<file path="src/sct_pkg.sv">
package sct_pkg;
    // Register byte offsets
    localparam logic [7:0] EVT_OFS = 8'h00;
    localparam logic [7:0] MASK_OFS = 8'h04;
    localparam logic [7:0] MODE_OFS = 8'h08;
    localparam logic [7:0] TXCTL_OFS = 8'h0c;
    localparam logic [7:0] TXLEN_OFS = 8'h10;
    localparam logic [7:0] RXCTL_OFS = 8'h14;
    localparam logic [7:0] RXLEN_OFS = 8'h18;
    localparam logic [7:0] MAXLEN_OFS = 8'h1c;
    localparam logic [7:0] CMD_OFS = 8'h20;
    localparam logic [1:0] TXBUF_WIN = 2'h1;
    localparam logic [1:0] RXBUF_WIN = 2'h2;
    // Event and mask bit positions
    localparam int EV_RX = 0;
    localparam int EV_TX = 1;
    localparam int EV_NOBUF = 2;
    localparam int EV_UNDER = 4;
    localparam logic [7:0] EV_USED = 8'h17;
    // Mode register fields
    localparam int MODE_REN = 0;
    localparam int MODE_TXEN = 1;
    localparam int MODE_SLOT = 2;
    // Descriptor control fields
    localparam int CTL_OWN = 15;
    localparam int CTL_INT = 12;
    localparam int CTL_LAST = 11;
    // Command bits
    localparam int CMD_RESYNC = 0;
    // Reset values
    localparam logic [7:0] EVT_RST = 8'h00;
    localparam logic [7:0] MASK_RST = 8'h00;
    localparam logic [15:0] MODE_RST = 16'h0000;
    localparam logic [4:0] MAXLEN_RST = 5'h10;
    // Sizes
    localparam int BUF_DEPTH = 16;
    localparam logic [4:0] BUF_MAX = 5'h10;
    localparam logic [2:0] CHAR_LAST_BIT = 3'h7;
endpackage

</file>
<file path="src/sct_chan.sv">
// Local design decisions: the Avalon-MM register port and the placing of the registers.
`timescale 1ns/1ps
module sct_chan (
    // Clock and reset
    input wire logic core_clk_in,
    input wire logic rst_in,
    // Register bus
    input wire logic [7:0] avs_address_in,
    input wire logic avs_read_in,
    input wire logic avs_write_in,
    input wire logic [31:0] avs_writedata_in,
    output logic [31:0] avs_readdata_out,
    output logic avs_waitrequest_out,
    // Dedicated pins
    input wire logic ext_clock_pin_three_in,
    input wire logic chan_sync_pin_in,
    input wire logic rxd_in,
    output logic txd_out,
    // Time-slot routed line
    input wire logic slot_clk_in,
    input wire logic slot_sync_in,
    input wire logic slot_rxd_in,
    output logic slot_txd_out,
    // Interrupt request
    output logic irq_out
);

    function automatic logic [4:0] clamp_len(input logic [31:0] v);
        // Buffers hold 16 bytes, larger lengths are cut
        if (v[15:0] > {11'h000, sct_pkg::BUF_MAX})
        begin
            return sct_pkg::BUF_MAX;
        end
        return v[4:0];
    endfunction

    function automatic logic in_win(input logic [7:0] a, input logic [1:0] w);
        return a[7:6] == w;
    endfunction

    // Bus slave
    logic ack_reg;
    logic acc;
    logic wr_en;
    logic [31:0] rdata_reg;
    logic [31:0] rd_mux;
    assign acc = avs_read_in | avs_write_in;
    assign avs_waitrequest_out = acc & ~ack_reg;
    assign wr_en = avs_write_in & ack_reg;
    assign avs_readdata_out = rdata_reg;

    always_ff @(posedge core_clk_in or posedge rst_in)
    begin
        if (rst_in)
        begin
            ack_reg <= 1'b0;
            rdata_reg <= 32'h0000_0000;
        end
        else
        begin
            ack_reg <= acc & ~ack_reg;
            if (avs_read_in & ~ack_reg)
            begin
                rdata_reg <= rd_mux;
            end
        end
    end

    // Registers
    logic [7:0] event_reg;
    logic [7:0] mask_reg;
    logic [15:0] mode_reg;
    logic [4:0] maxlen_reg;
    logic [7:0] ev_set;
    logic [7:0] ev_clr;
    logic route_slot;
    logic resync_cmd;
    assign route_slot = mode_reg[sct_pkg::MODE_SLOT];
    assign resync_cmd = wr_en & (avs_address_in == sct_pkg::CMD_OFS)
        & avs_writedata_in[sct_pkg::CMD_RESYNC];
    assign ev_clr = (wr_en & (avs_address_in == sct_pkg::EVT_OFS))
        ? avs_writedata_in[7:0] : 8'h00;

    always_ff @(posedge core_clk_in or posedge rst_in)
    begin
        if (rst_in)
        begin
            event_reg <= sct_pkg::EVT_RST;
        end
        else
        begin
            // Set after clear so a same-cycle event survives
            event_reg <= ((event_reg & ~ev_clr) | ev_set)
                & sct_pkg::EV_USED;
        end
    end

    always_ff @(posedge core_clk_in or posedge rst_in)
    begin
        if (rst_in)
        begin
            mask_reg <= sct_pkg::MASK_RST;
            mode_reg <= sct_pkg::MODE_RST;
            maxlen_reg <= sct_pkg::MAXLEN_RST;
        end
        else if (wr_en)
        begin
            if (avs_address_in == sct_pkg::MASK_OFS)
            begin
                mask_reg <= avs_writedata_in[7:0];
            end
            if (avs_address_in == sct_pkg::MODE_OFS)
            begin
                mode_reg <= avs_writedata_in[15:0];
            end
            if (avs_address_in == sct_pkg::MAXLEN_OFS)
            begin
                maxlen_reg <= clamp_len(avs_writedata_in);
            end
        end
    end

    // Level, not pulse: stays up until every unmasked event is cleared
    assign irq_out = |(event_reg & mask_reg);

    // Line inputs: two flops before use
    logic [5:0] pins_s1_reg;
    logic [5:0] pins_s2_reg;
    logic lclk_d_reg;
    logic lclk;
    logic lsync;
    logic lrxd;
    logic rise;

    always_ff @(posedge core_clk_in or posedge rst_in)
    begin
        if (rst_in)
        begin
            pins_s1_reg <= 6'h00;
            pins_s2_reg <= 6'h00;
            lclk_d_reg <= 1'b0;
        end
        else
        begin
            pins_s1_reg <= {slot_rxd_in, slot_sync_in, slot_clk_in, rxd_in,
                chan_sync_pin_in, ext_clock_pin_three_in};
            pins_s2_reg <= pins_s1_reg;
            lclk_d_reg <= lclk;
        end
    end

    // Clock, sync and data from the assigner or from own pins
    assign lclk = route_slot ? pins_s2_reg[3] : pins_s2_reg[0];
    assign lsync = route_slot ? pins_s2_reg[4] : pins_s2_reg[1];
    assign lrxd = route_slot ? pins_s2_reg[5] : pins_s2_reg[2];
    assign rise = lclk & ~lclk_d_reg;

    // Transmit descriptor, one-character FIFO and shifter
    logic [7:0] tx_buf [sct_pkg::BUF_DEPTH];
    logic tx_own_reg;
    logic tx_int_reg;
    logic tx_last_reg;
    logic [4:0] tx_len_reg;
    logic [4:0] tx_idx_reg;
    logic [7:0] hold_reg;
    logic hold_valid_reg;
    logic hold_last_reg;
    logic [7:0] tx_sh_reg;
    logic [2:0] tx_cnt_reg;
    logic txd_reg;
    logic txd_pin_reg;
    logic slot_txd_reg;
    logic tx_synced_reg;
    logic tx_en;
    logic tx_fill;
    logic tx_load;
    logic fill_final;
    logic close_fill;
    logic close_load;
    logic underrun;
    logic txctl_wr;

    assign tx_en = mode_reg[sct_pkg::MODE_TXEN];
    assign txctl_wr = wr_en & (avs_address_in == sct_pkg::TXCTL_OFS);
    assign tx_fill = tx_own_reg & tx_en & ~hold_valid_reg
        & (tx_idx_reg < tx_len_reg);
    assign fill_final = (tx_idx_reg + 5'h01) == tx_len_reg;
    assign tx_load = rise & tx_en & tx_synced_reg & (tx_cnt_reg == 3'h0)
        & hold_valid_reg;
    assign close_fill = tx_fill & fill_final & ~tx_last_reg;
    assign close_load = tx_load & hold_last_reg;
    // Shifter starved while the buffer still has bytes to hand over
    assign underrun = rise & tx_en & tx_synced_reg & (tx_cnt_reg == 3'h0)
        & ~hold_valid_reg & tx_own_reg & (tx_idx_reg != 5'h00)
        & (tx_idx_reg < tx_len_reg);

    always_ff @(posedge core_clk_in)
    begin
        if (wr_en & in_win(avs_address_in, sct_pkg::TXBUF_WIN))
        begin
            tx_buf[avs_address_in[5:2]] <= avs_writedata_in[7:0];
        end
    end

    always_ff @(posedge core_clk_in or posedge rst_in)
    begin
        if (rst_in)
        begin
            tx_own_reg <= 1'b0;
            tx_int_reg <= 1'b0;
            tx_last_reg <= 1'b0;
            tx_len_reg <= 5'h00;
            tx_idx_reg <= 5'h00;
        end
        else
        begin
            if (wr_en & (avs_address_in == sct_pkg::TXLEN_OFS))
            begin
                tx_len_reg <= clamp_len(avs_writedata_in);
            end
            // A fresh hand-over takes priority over a close
            if (txctl_wr)
            begin
                tx_own_reg <= avs_writedata_in[sct_pkg::CTL_OWN];
                tx_int_reg <= avs_writedata_in[sct_pkg::CTL_INT];
                tx_last_reg <= avs_writedata_in[sct_pkg::CTL_LAST];
                tx_idx_reg <= 5'h00;
            end
            else
            begin
                if (close_fill | close_load | underrun)
                begin
                    tx_own_reg <= 1'b0;
                end
                if (tx_fill)
                begin
                    tx_idx_reg <= tx_idx_reg + 5'h01;
                end
            end
        end
    end

    always_ff @(posedge core_clk_in or posedge rst_in)
    begin
        if (rst_in)
        begin
            hold_reg <= 8'h00;
            hold_valid_reg <= 1'b0;
            hold_last_reg <= 1'b0;
        end
        else if (tx_fill)
        begin
            hold_reg <= tx_buf[tx_idx_reg[3:0]];
            hold_valid_reg <= 1'b1;
            hold_last_reg <= fill_final & tx_last_reg;
        end
        else if (tx_load | ~tx_en)
        begin
            hold_valid_reg <= 1'b0;
        end
    end

    // Frame end drops sync so the next frame waits for a new one
    always_ff @(posedge core_clk_in or posedge rst_in)
    begin
        if (rst_in)
        begin
            tx_synced_reg <= 1'b0;
        end
        else if (~tx_en | close_load)
        begin
            tx_synced_reg <= 1'b0;
        end
        else if (rise & lsync)
        begin
            tx_synced_reg <= 1'b1;
        end
    end

    // LSB first, line idles high
    always_ff @(posedge core_clk_in or posedge rst_in)
    begin
        if (rst_in)
        begin
            tx_sh_reg <= 8'h00;
            tx_cnt_reg <= 3'h0;
            txd_reg <= 1'b1;
            txd_pin_reg <= 1'b1;
            slot_txd_reg <= 1'b1;
        end
        else
        begin
            txd_pin_reg <= route_slot ? 1'b1 : txd_reg;
            slot_txd_reg <= route_slot ? txd_reg : 1'b1;
            if (tx_load)
            begin
                txd_reg <= hold_reg[0];
                tx_sh_reg <= {1'b0, hold_reg[7:1]};
                tx_cnt_reg <= sct_pkg::CHAR_LAST_BIT;
            end
            else if (rise & (tx_cnt_reg != 3'h0))
            begin
                txd_reg <= tx_sh_reg[0];
                tx_sh_reg <= {1'b0, tx_sh_reg[7:1]};
                tx_cnt_reg <= tx_cnt_reg - 3'h1;
            end
            else if (rise)
            begin
                txd_reg <= 1'b1;
            end
        end
    end

    assign txd_out = txd_pin_reg;
    assign slot_txd_out = slot_txd_reg;

    // Receive descriptor and shifter
    logic [7:0] rx_buf [sct_pkg::BUF_DEPTH];
    logic [7:0] rx_sh_reg;
    logic [2:0] rx_bit_reg;
    logic rx_synced_reg;
    logic rx_own_reg;
    logic rx_int_reg;
    logic [4:0] rx_cnt_reg;
    logic [4:0] rx_len_reg;
    logic rx_en;
    logic rx_bit;
    logic char_done;
    logic [7:0] rx_byte;
    logic store;
    logic rx_full;
    logic rxctl_wr;

    assign rx_en = mode_reg[sct_pkg::MODE_REN];
    assign rxctl_wr = wr_en & (avs_address_in == sct_pkg::RXCTL_OFS);
    assign rx_bit = rise & rx_en & rx_synced_reg;
    assign char_done = rx_bit & (rx_bit_reg == sct_pkg::CHAR_LAST_BIT);
    assign rx_byte = {lrxd, rx_sh_reg[7:1]};
    assign store = char_done & rx_own_reg;
    assign rx_full = store & ((rx_cnt_reg + 5'h01) >= maxlen_reg);

    always_ff @(posedge core_clk_in)
    begin
        if (store)
        begin
            rx_buf[rx_cnt_reg[3:0]] <= rx_byte;
        end
    end

    // Resync makes the receiver wait for the next sync
    always_ff @(posedge core_clk_in or posedge rst_in)
    begin
        if (rst_in)
        begin
            rx_synced_reg <= 1'b0;
            rx_sh_reg <= 8'h00;
            rx_bit_reg <= 3'h0;
        end
        else if (~rx_en | resync_cmd)
        begin
            rx_synced_reg <= 1'b0;
            rx_bit_reg <= 3'h0;
        end
        else if (rx_bit)
        begin
            rx_sh_reg <= rx_byte;
            rx_bit_reg <= rx_bit_reg + 3'h1;
        end
        else if (rise & lsync)
        begin
            rx_synced_reg <= 1'b1;
        end
    end

    always_ff @(posedge core_clk_in or posedge rst_in)
    begin
        if (rst_in)
        begin
            rx_own_reg <= 1'b0;
            rx_int_reg <= 1'b0;
            rx_cnt_reg <= 5'h00;
            rx_len_reg <= 5'h00;
        end
        else if (rxctl_wr)
        begin
            rx_own_reg <= avs_writedata_in[sct_pkg::CTL_OWN];
            rx_int_reg <= avs_writedata_in[sct_pkg::CTL_INT];
            rx_cnt_reg <= 5'h00;
            rx_len_reg <= 5'h00;
        end
        else if (rx_full)
        begin
            rx_own_reg <= 1'b0;
            rx_cnt_reg <= 5'h00;
            rx_len_reg <= rx_cnt_reg + 5'h01;
        end
        else if (store)
        begin
            rx_cnt_reg <= rx_cnt_reg + 5'h01;
        end
    end

    // Event sources
    always_comb
    begin
        ev_set = 8'h00;
        ev_set[sct_pkg::EV_RX] = rx_full & rx_int_reg;
        ev_set[sct_pkg::EV_TX] = (close_fill | close_load)
            & tx_int_reg;
        ev_set[sct_pkg::EV_NOBUF] = char_done & ~rx_own_reg;
        ev_set[sct_pkg::EV_UNDER] = underrun & tx_int_reg;
    end

    // Read decode, unmapped reads as zero
    always_comb
    begin
        rd_mux = 32'h0000_0000;
        if (in_win(avs_address_in, sct_pkg::TXBUF_WIN))
        begin
            rd_mux[7:0] = tx_buf[avs_address_in[5:2]];
        end
        else if (in_win(avs_address_in, sct_pkg::RXBUF_WIN))
        begin
            rd_mux[7:0] = rx_buf[avs_address_in[5:2]];
        end
        else
        begin
            unique case (avs_address_in)
                sct_pkg::EVT_OFS: rd_mux[7:0] = event_reg;
                sct_pkg::MASK_OFS: rd_mux[7:0] = mask_reg;
                sct_pkg::MODE_OFS: rd_mux[15:0] = mode_reg;
                sct_pkg::TXCTL_OFS:
                begin
                    rd_mux[sct_pkg::CTL_OWN] = tx_own_reg;
                    rd_mux[sct_pkg::CTL_INT] = tx_int_reg;
                    rd_mux[sct_pkg::CTL_LAST] = tx_last_reg;
                end
                sct_pkg::TXLEN_OFS: rd_mux[4:0] = tx_len_reg;
                sct_pkg::RXCTL_OFS:
                begin
                    rd_mux[sct_pkg::CTL_OWN] = rx_own_reg;
                    rd_mux[sct_pkg::CTL_INT] = rx_int_reg;
                end
                sct_pkg::RXLEN_OFS: rd_mux[4:0] = rx_len_reg;
                sct_pkg::MAXLEN_OFS: rd_mux[4:0] = maxlen_reg;
                default: rd_mux = 32'h0000_0000;
            endcase
        end
    end

endmodule

</file>
<file path="config.mk">
export PLATFORM = sky130hd
export DESIGN_NAME = sct_chan
export DESIGN_NICKNAME = d
export VERILOG_FILES = /design/src/sct_pkg.sv /design/src/sct_chan.sv
export SDC_FILE = /design/constraint.sdc
export NUM_CORES = 1
export LEC_CHECK = 0
export ABC_AREA = 1
export BUFFER_PORTS_ARGS = -buffer_cell sky130_fd_sc_hd__buf_2
export CAP_MARGIN = 20
export CELL_PAD_IN_SITES_DETAIL_PLACEMENT = 0
export CELL_PAD_IN_SITES_GLOBAL_PLACEMENT = 1
export CORE_ASPECT_RATIO = 1.1
export CORE_MARGIN = 8
export CORE_UTILIZATION = 40
export DETAILED_ROUTE_END_ITERATION = 8
export GPL_TIMING_DRIVEN = 1
export PLACE_DENSITY_LB_ADDON = 0.1
export SYNTH_ARGS = -nofsm -noshare
export SYNTH_HDL_FRONTEND = slang
export SYNTH_SLANG_ARGS = --single-unit
</file>
<file path="constraint.sdc">
create_clock -name core_clk_in -period 4.4 [get_ports core_clk_in]
set_input_delay 0.66 -clock core_clk_in [delete_from_list [all_inputs] [get_ports core_clk_in]]
set_output_delay 0.66 -clock core_clk_in [all_outputs]
set_load 0.02 [all_outputs]
</file>
* Yosys cells after proc, flatten, opt, wreduce, memory -nomap -nowiden
Memories as Yosys holds them, arrays and structs flattened. A register that Yosys moved wholly into a read port is not among the register bits.
Cells that the tools add are included.
** Cells by class
- Muxes and demuxes :: 54
- Div/mod/pow operators :: 0
- Eq/ne operators :: 13
- $lt $le $gt $ge :: 3
- Multipliers :: 0
- Bitwise operators :: 55
- Reductions and logical operators :: 20
- $add $sub $neg :: 4
- Shifts and indexed selects :: 0
** Operators by type and width (number)
- $mux 5 :: 11
- $mux 8 :: 5
- $and 1x1->1 :: 37
- $eq 8x5->1 const B :: 4
- $pmux 5 s6 :: 1
- $mux 1 :: 26
- $mux 24 :: 1
- $eq 8x4->1 const B :: 2
- $gt 16x5->1 const B :: 1
- $reduce_bool 2->1 :: 8
- $mux 3 :: 5
- $add 5x1->5 const B :: 2
- $reduce_and 2->1 :: 5
- $reduce_bool 3->1 :: 3
- $and 5x8->8 :: 1
- $eq 8x3->1 const B :: 1
- $eq 8x6->1 const B :: 1
- $logic_not 8->1 :: 1
- $not 1->1 :: 8
- $reduce_or 8->1 :: 1
- $or 1x1->1 :: 6
- $pmux 1 s3 :: 2
- $pmux 3 s2 :: 1
- $and 5x5->5 :: 1
- other kinds (15) :: 15
** Word-level totals
- Output and inout bits :: 36
- Register bits :: 133
- Bits in writable memories :: 256
- Memory bits (read-only) :: 0
- Input port bits :: 50
- Memories kept :: 2
- Logic and storage cells :: 180
- Bits in latches :: 0
** Memory list
- rx_buf :: depth 16, width 8, read ports 1, clocked after memory_dff 0, write ports 1, RTL line sct_chan.sv:318 : logic [7:0] rx_buf [sct_pkg::BUF_DEPTH];
- tx_buf :: depth 16, width 8, read ports 2, clocked after memory_dff 1, write ports 1, RTL line sct_chan.sv:159 : logic [7:0] tx_buf [sct_pkg::BUF_DEPTH];

* Depth between registers and ports, before layout
- Word-level depth :: 12
- Gate-level depth with buffers :: 13
- Gate-level depth less buffers :: 11

* Worst setup path after synthesis
No wires, ideal clock.
- Kind :: input port to flip-flop
- From :: in avs_address_in[3]
- To :: mem tx_buf[13][0] (enable)
- Data required time :: 4.005 ns
- Arrival :: 2.027 ns
- Path buffers :: 2
- Slack :: 1.978 ns
- Stages on the path :: 5
- Library setup time :: 0.395 ns
- Cells stage by stage :: buf_4 -> inv_2 -> nand2_1 -> buf_2 -> nor4_1
** RTL lines
- start: declaration :: RTL line sct_chan.sv:8 : input wire logic [7:0] avs_address_in,
- end: declaration :: RTL line sct_chan.sv:159
Straight into the memory's write port.

* Final worst setup path
- From :: reg mode_reg[2]
- To :: mem rx_buf[4][7] (enable)
** On the way
- Word-level cells in the longest chain between the ends :: 8
** Ends and longest elaborated chain
- start: declaration :: RTL line sct_chan.sv:72 : logic [15:0] mode_reg;
- start signal: assignment :: RTL line sct_chan.sv:103 : mode_reg <= sct_pkg::MODE_RST;
- start signal: assignment :: RTL line sct_chan.sv:114 : mode_reg <= avs_writedata_in[15:0];
- $mux 1 :: RTL line sct_chan.sv:153 : assign lclk = route_slot ? pins_s2_reg[3] : pins_s2_reg[0];
- $and 1x1->1 :: RTL line sct_chan.sv:156 : assign rise = lclk & ~lclk_d_reg;
- $and 1x1->1 (2 in a row) :: RTL line sct_chan.sv:336 : assign rx_bit = rise & rx_en & rx_synced_reg;
- $and 1x1->1 :: RTL line sct_chan.sv:337 : assign char_done = rx_bit & (rx_bit_reg == sct_pkg::CHAR_LAST_BIT);
- $and 1x1->1 :: RTL line sct_chan.sv:339 : assign store = char_done & rx_own_reg;
- $mux 1 :: RTL line sct_chan.sv:344 : if (store)
- $mux 1 (not written as such) :: RTL line sct_chan.sv:346 : rx_buf[rx_cnt_reg[3:0]] <= rx_byte;
- end: declaration :: RTL line sct_chan.sv:318
Every way passes these cells.

==> reports/metrics.cfg <==
[status]
outcome = finished clean

[critical_path]
slowest_delay_ns = 0.73
slowest_stage = nor2_1
crit_path_start = mode_reg[2]
critical_path_required_ns = 4.58
critPathTopFamily = simple AND/OR/NAND/NOR gates
r2r-start = mode_reg[2]
endpoint_kind = register
path_cells = inv_1 > nand2_2 > a21oi_4 > inv_2 > nor2_4 > nand2_4 > nor2_8 > nand2_1 > nor2_1
crit_buf_inv = 2
critPathArrivalTime_ns = 3.13
endpoint = rx_buf[4][7]
reg2reg_slack_ns = 1.45
crit_type = register to register
rr_endpoint = rx_buf[4][7]
path_depth = 9
r2r.worst_path.cells = 9
path_max_fanout = 10
crit_path_start_kind = register

[sta]
period_needed_ns = 2.945
slew_headroom_pct = 37.15
setup-violations-final = 0
holdWs_ns = 0.2036
fin_crit_sh_pct = 66.94
hold_viol = 0
finalSetupTns_ns = 0
tightest_slew_ns = 0.9405
drv_slew = 0
fmax_ghz = 0.3395
rsz0062_at_grt = no
finClkSkew_ns = 0.01443

[power_and_ir_drop]
peakVddDrop_mv = 0.3093
design_power_total_mw = 7.897
p_leak_nw = 8.102
p_per_area_nw_per_um2 = 402.0

[yosys]
synthCells = 1802
synth_ff_type = edfxtp_1
synth_edf_count = 256
syn_area_per_cell_um2 = 9.585
async_reset_ff_share_pct = 32.45
ys_ff_latch = 379
ys_seq_area_share_pct = 62.35
ys_warn_count = 0
synthDistinctLibCells = 40
synth_area_um2 = 17270

[placement]
gp_congestion = 0.8680
hpwl_um = 34940
placed_area_um2 = 18240
portBuffers = 53

[route]
wirelength_um = 51430
route.detailed.drc = 0
drt_first_iter_violations = 973
via_count = 12674
final_antenna_net_count = 0
first_pass_iters = 5
avgRoutedWirePerCell_um = 20.77
viasPerCell = 5.119

[clock_tree]
cts_resized = 0
cts-root-buf = clkbuf_16
clk-insertion-delay-late_ns = 0.56
cts_buffers = 42
htreeDepth = 2
clockBufferDepth = 3
clk_pin_slew_ns = 0.06
cts_hold_buffers = 0
cts_tree = built
clock_sink_count = 379
cts_setup_buffers = 0

[die]
io_pins = 86
fp.dieW_um = 214.1
die_y_um = 233.9
start_util_pct = 40.13
rows = 80
dieArea_um2 = 50090
core_um2 = 43040

[cells_and_area]
final_common_cell = nand2_1
nets = 1939
most-common-layout-cells = 564 x nand2_1, 256 x edfxtp_1, 168 x nor2_1
synthToLayoutAreaGrowth_pct = 13.74
antenna_cells = 0
fin_area_um2 = 19650
layout-drive-gt1-share_pct = 10.57

[worst_hold_path]
hold_path_class = primary input to register

[global_routing]
grt_usage_pct = 20.32
grt_pass1_vias = 12212
antenna_found_initial = 1
grt_pass1_wl_um = 76590
grt_max_degree = 69
overflow = 0

[job]
drv_cap = 0

-- how the worst min path moves through the flow --
stage / start / endpoint / slack, ns / cells after the start
final: slot_sync_in / pins_s1_reg[4] / 0.20 / 1
after floorplan: pins_s1_reg[0] / pins_s2_reg[0] / 0.33 / 0
after detailed placement: pins_s1_reg[1] / pins_s2_reg[1] / 0.34 / 0
after CTS: slot_sync_in / pins_s1_reg[4] / 0.17 / 1
after global placement: pins_s1_reg[0] / pins_s2_reg[0] / 0.34 / 0
after global routing: ext_clock_pin_three_in / pins_s1_reg[0] / 0.17 / 1
-- routing by layer --
metal,vias to the layer above,track usage (%),routed length [um]
met4,2,7.780,1651
li1,6165,-,-
met2,300,34.50,24810
met5,-,0,13
met1,6124,25.84,22430
met3,83,3.573,2521
-- cell families (layout without fill, tap and decap cells) --
family,after synthesis,after routing,synth area share (%)
simple gates,861,861,20.40
flops,379,379,62.35
compound gates,316,316,10.12
buf+inv,221,306,5.455
fa+ha+maj,20,20,1.449
xor+xnor,4,4,0.2028
other cells,1,16,0.02171
-- cell usage after synthesis (7+ instances only) --
| cell | instances | area share [%] |
|---|---|---|
| a21oi_1 | 75 | 2.2 |
| nand4_1 | 25 | 0.91 |
| ha_1 | 20 | 1.4 |
| nand2_1 | 564 | 12 |
| o21ai_1 | 15 | 0.43 |
| dfrtp_1 | 119 | 17 |
| buf_4 | 19 | 0.83 |
| o21ai_0 | 162 | 4.7 |
| o22ai_1 | 7 | 0.25 |
| inv_1 | 128 | 2.8 |
| nor2_1 | 168 | 3.7 |
| o211ai_1 | 11 | 0.48 |
| buf_2 | 25 | 0.72 |
| buf_1 | 12 | 0.26 |
| a22oi_1 | 34 | 1.5 |
| clkbuf_1 | 28 | 0.61 |
| edfxtp_1 | 256 | 45 |
| nand3_1 | 69 | 2.0 |
| nor3_1 | 9 | 0.26 |
-- worst register-to-register path: stages, from the launching register on --
cell	delay, ns
dfrtp_1	0.53
inv_1	0.19
nand2_2	0.09
a21oi_4	0.20
inv_2	0.08
nor2_4	0.21
nand2_4	0.11
nor2_8	0.17
nand2_1	0.25
nor2_1	0.73
-- area by class of cell --
| class | count | area [um2] |
|---|---|---|
| fill | 4133 | 23390 |
| sequential | 379 | 10770 |
| multi-input combinational | 1217 | 5628 |
| clock buffer | 49 | 1162 |
| tap | 574 | 718.2 |
| timing repair buffer | 93 | 603.1 |
| inverter | 136 | 515.5 |
| clock inverter | 28 | 246.5 |
-- power by group --
part           total [mW]  internal [mW]  switching, mW
combinational       0.444          0.109          0.335
clock                3.59           2.13           1.46
sequential           3.86           3.83         0.0286
total                7.90           6.07           1.82
-- stage by stage --
| step | std cells | utilization [%] | setup slack, ns |
|---|---|---|---|
| final | 2476 | 45.65 | 1.455 |
| after global routing | 2476 | 45.65 | 1.253 |
| after CTS | 2476 | 45.65 | 1.413 |
| after detailed placement | 2399 | 42.37 | 1.318 |
| after global placement | 2399 | 42.37 | 1.339 |
| after floorplan | 1817 | - | 0.4757 |
Power figures use the tool's default switching activity.
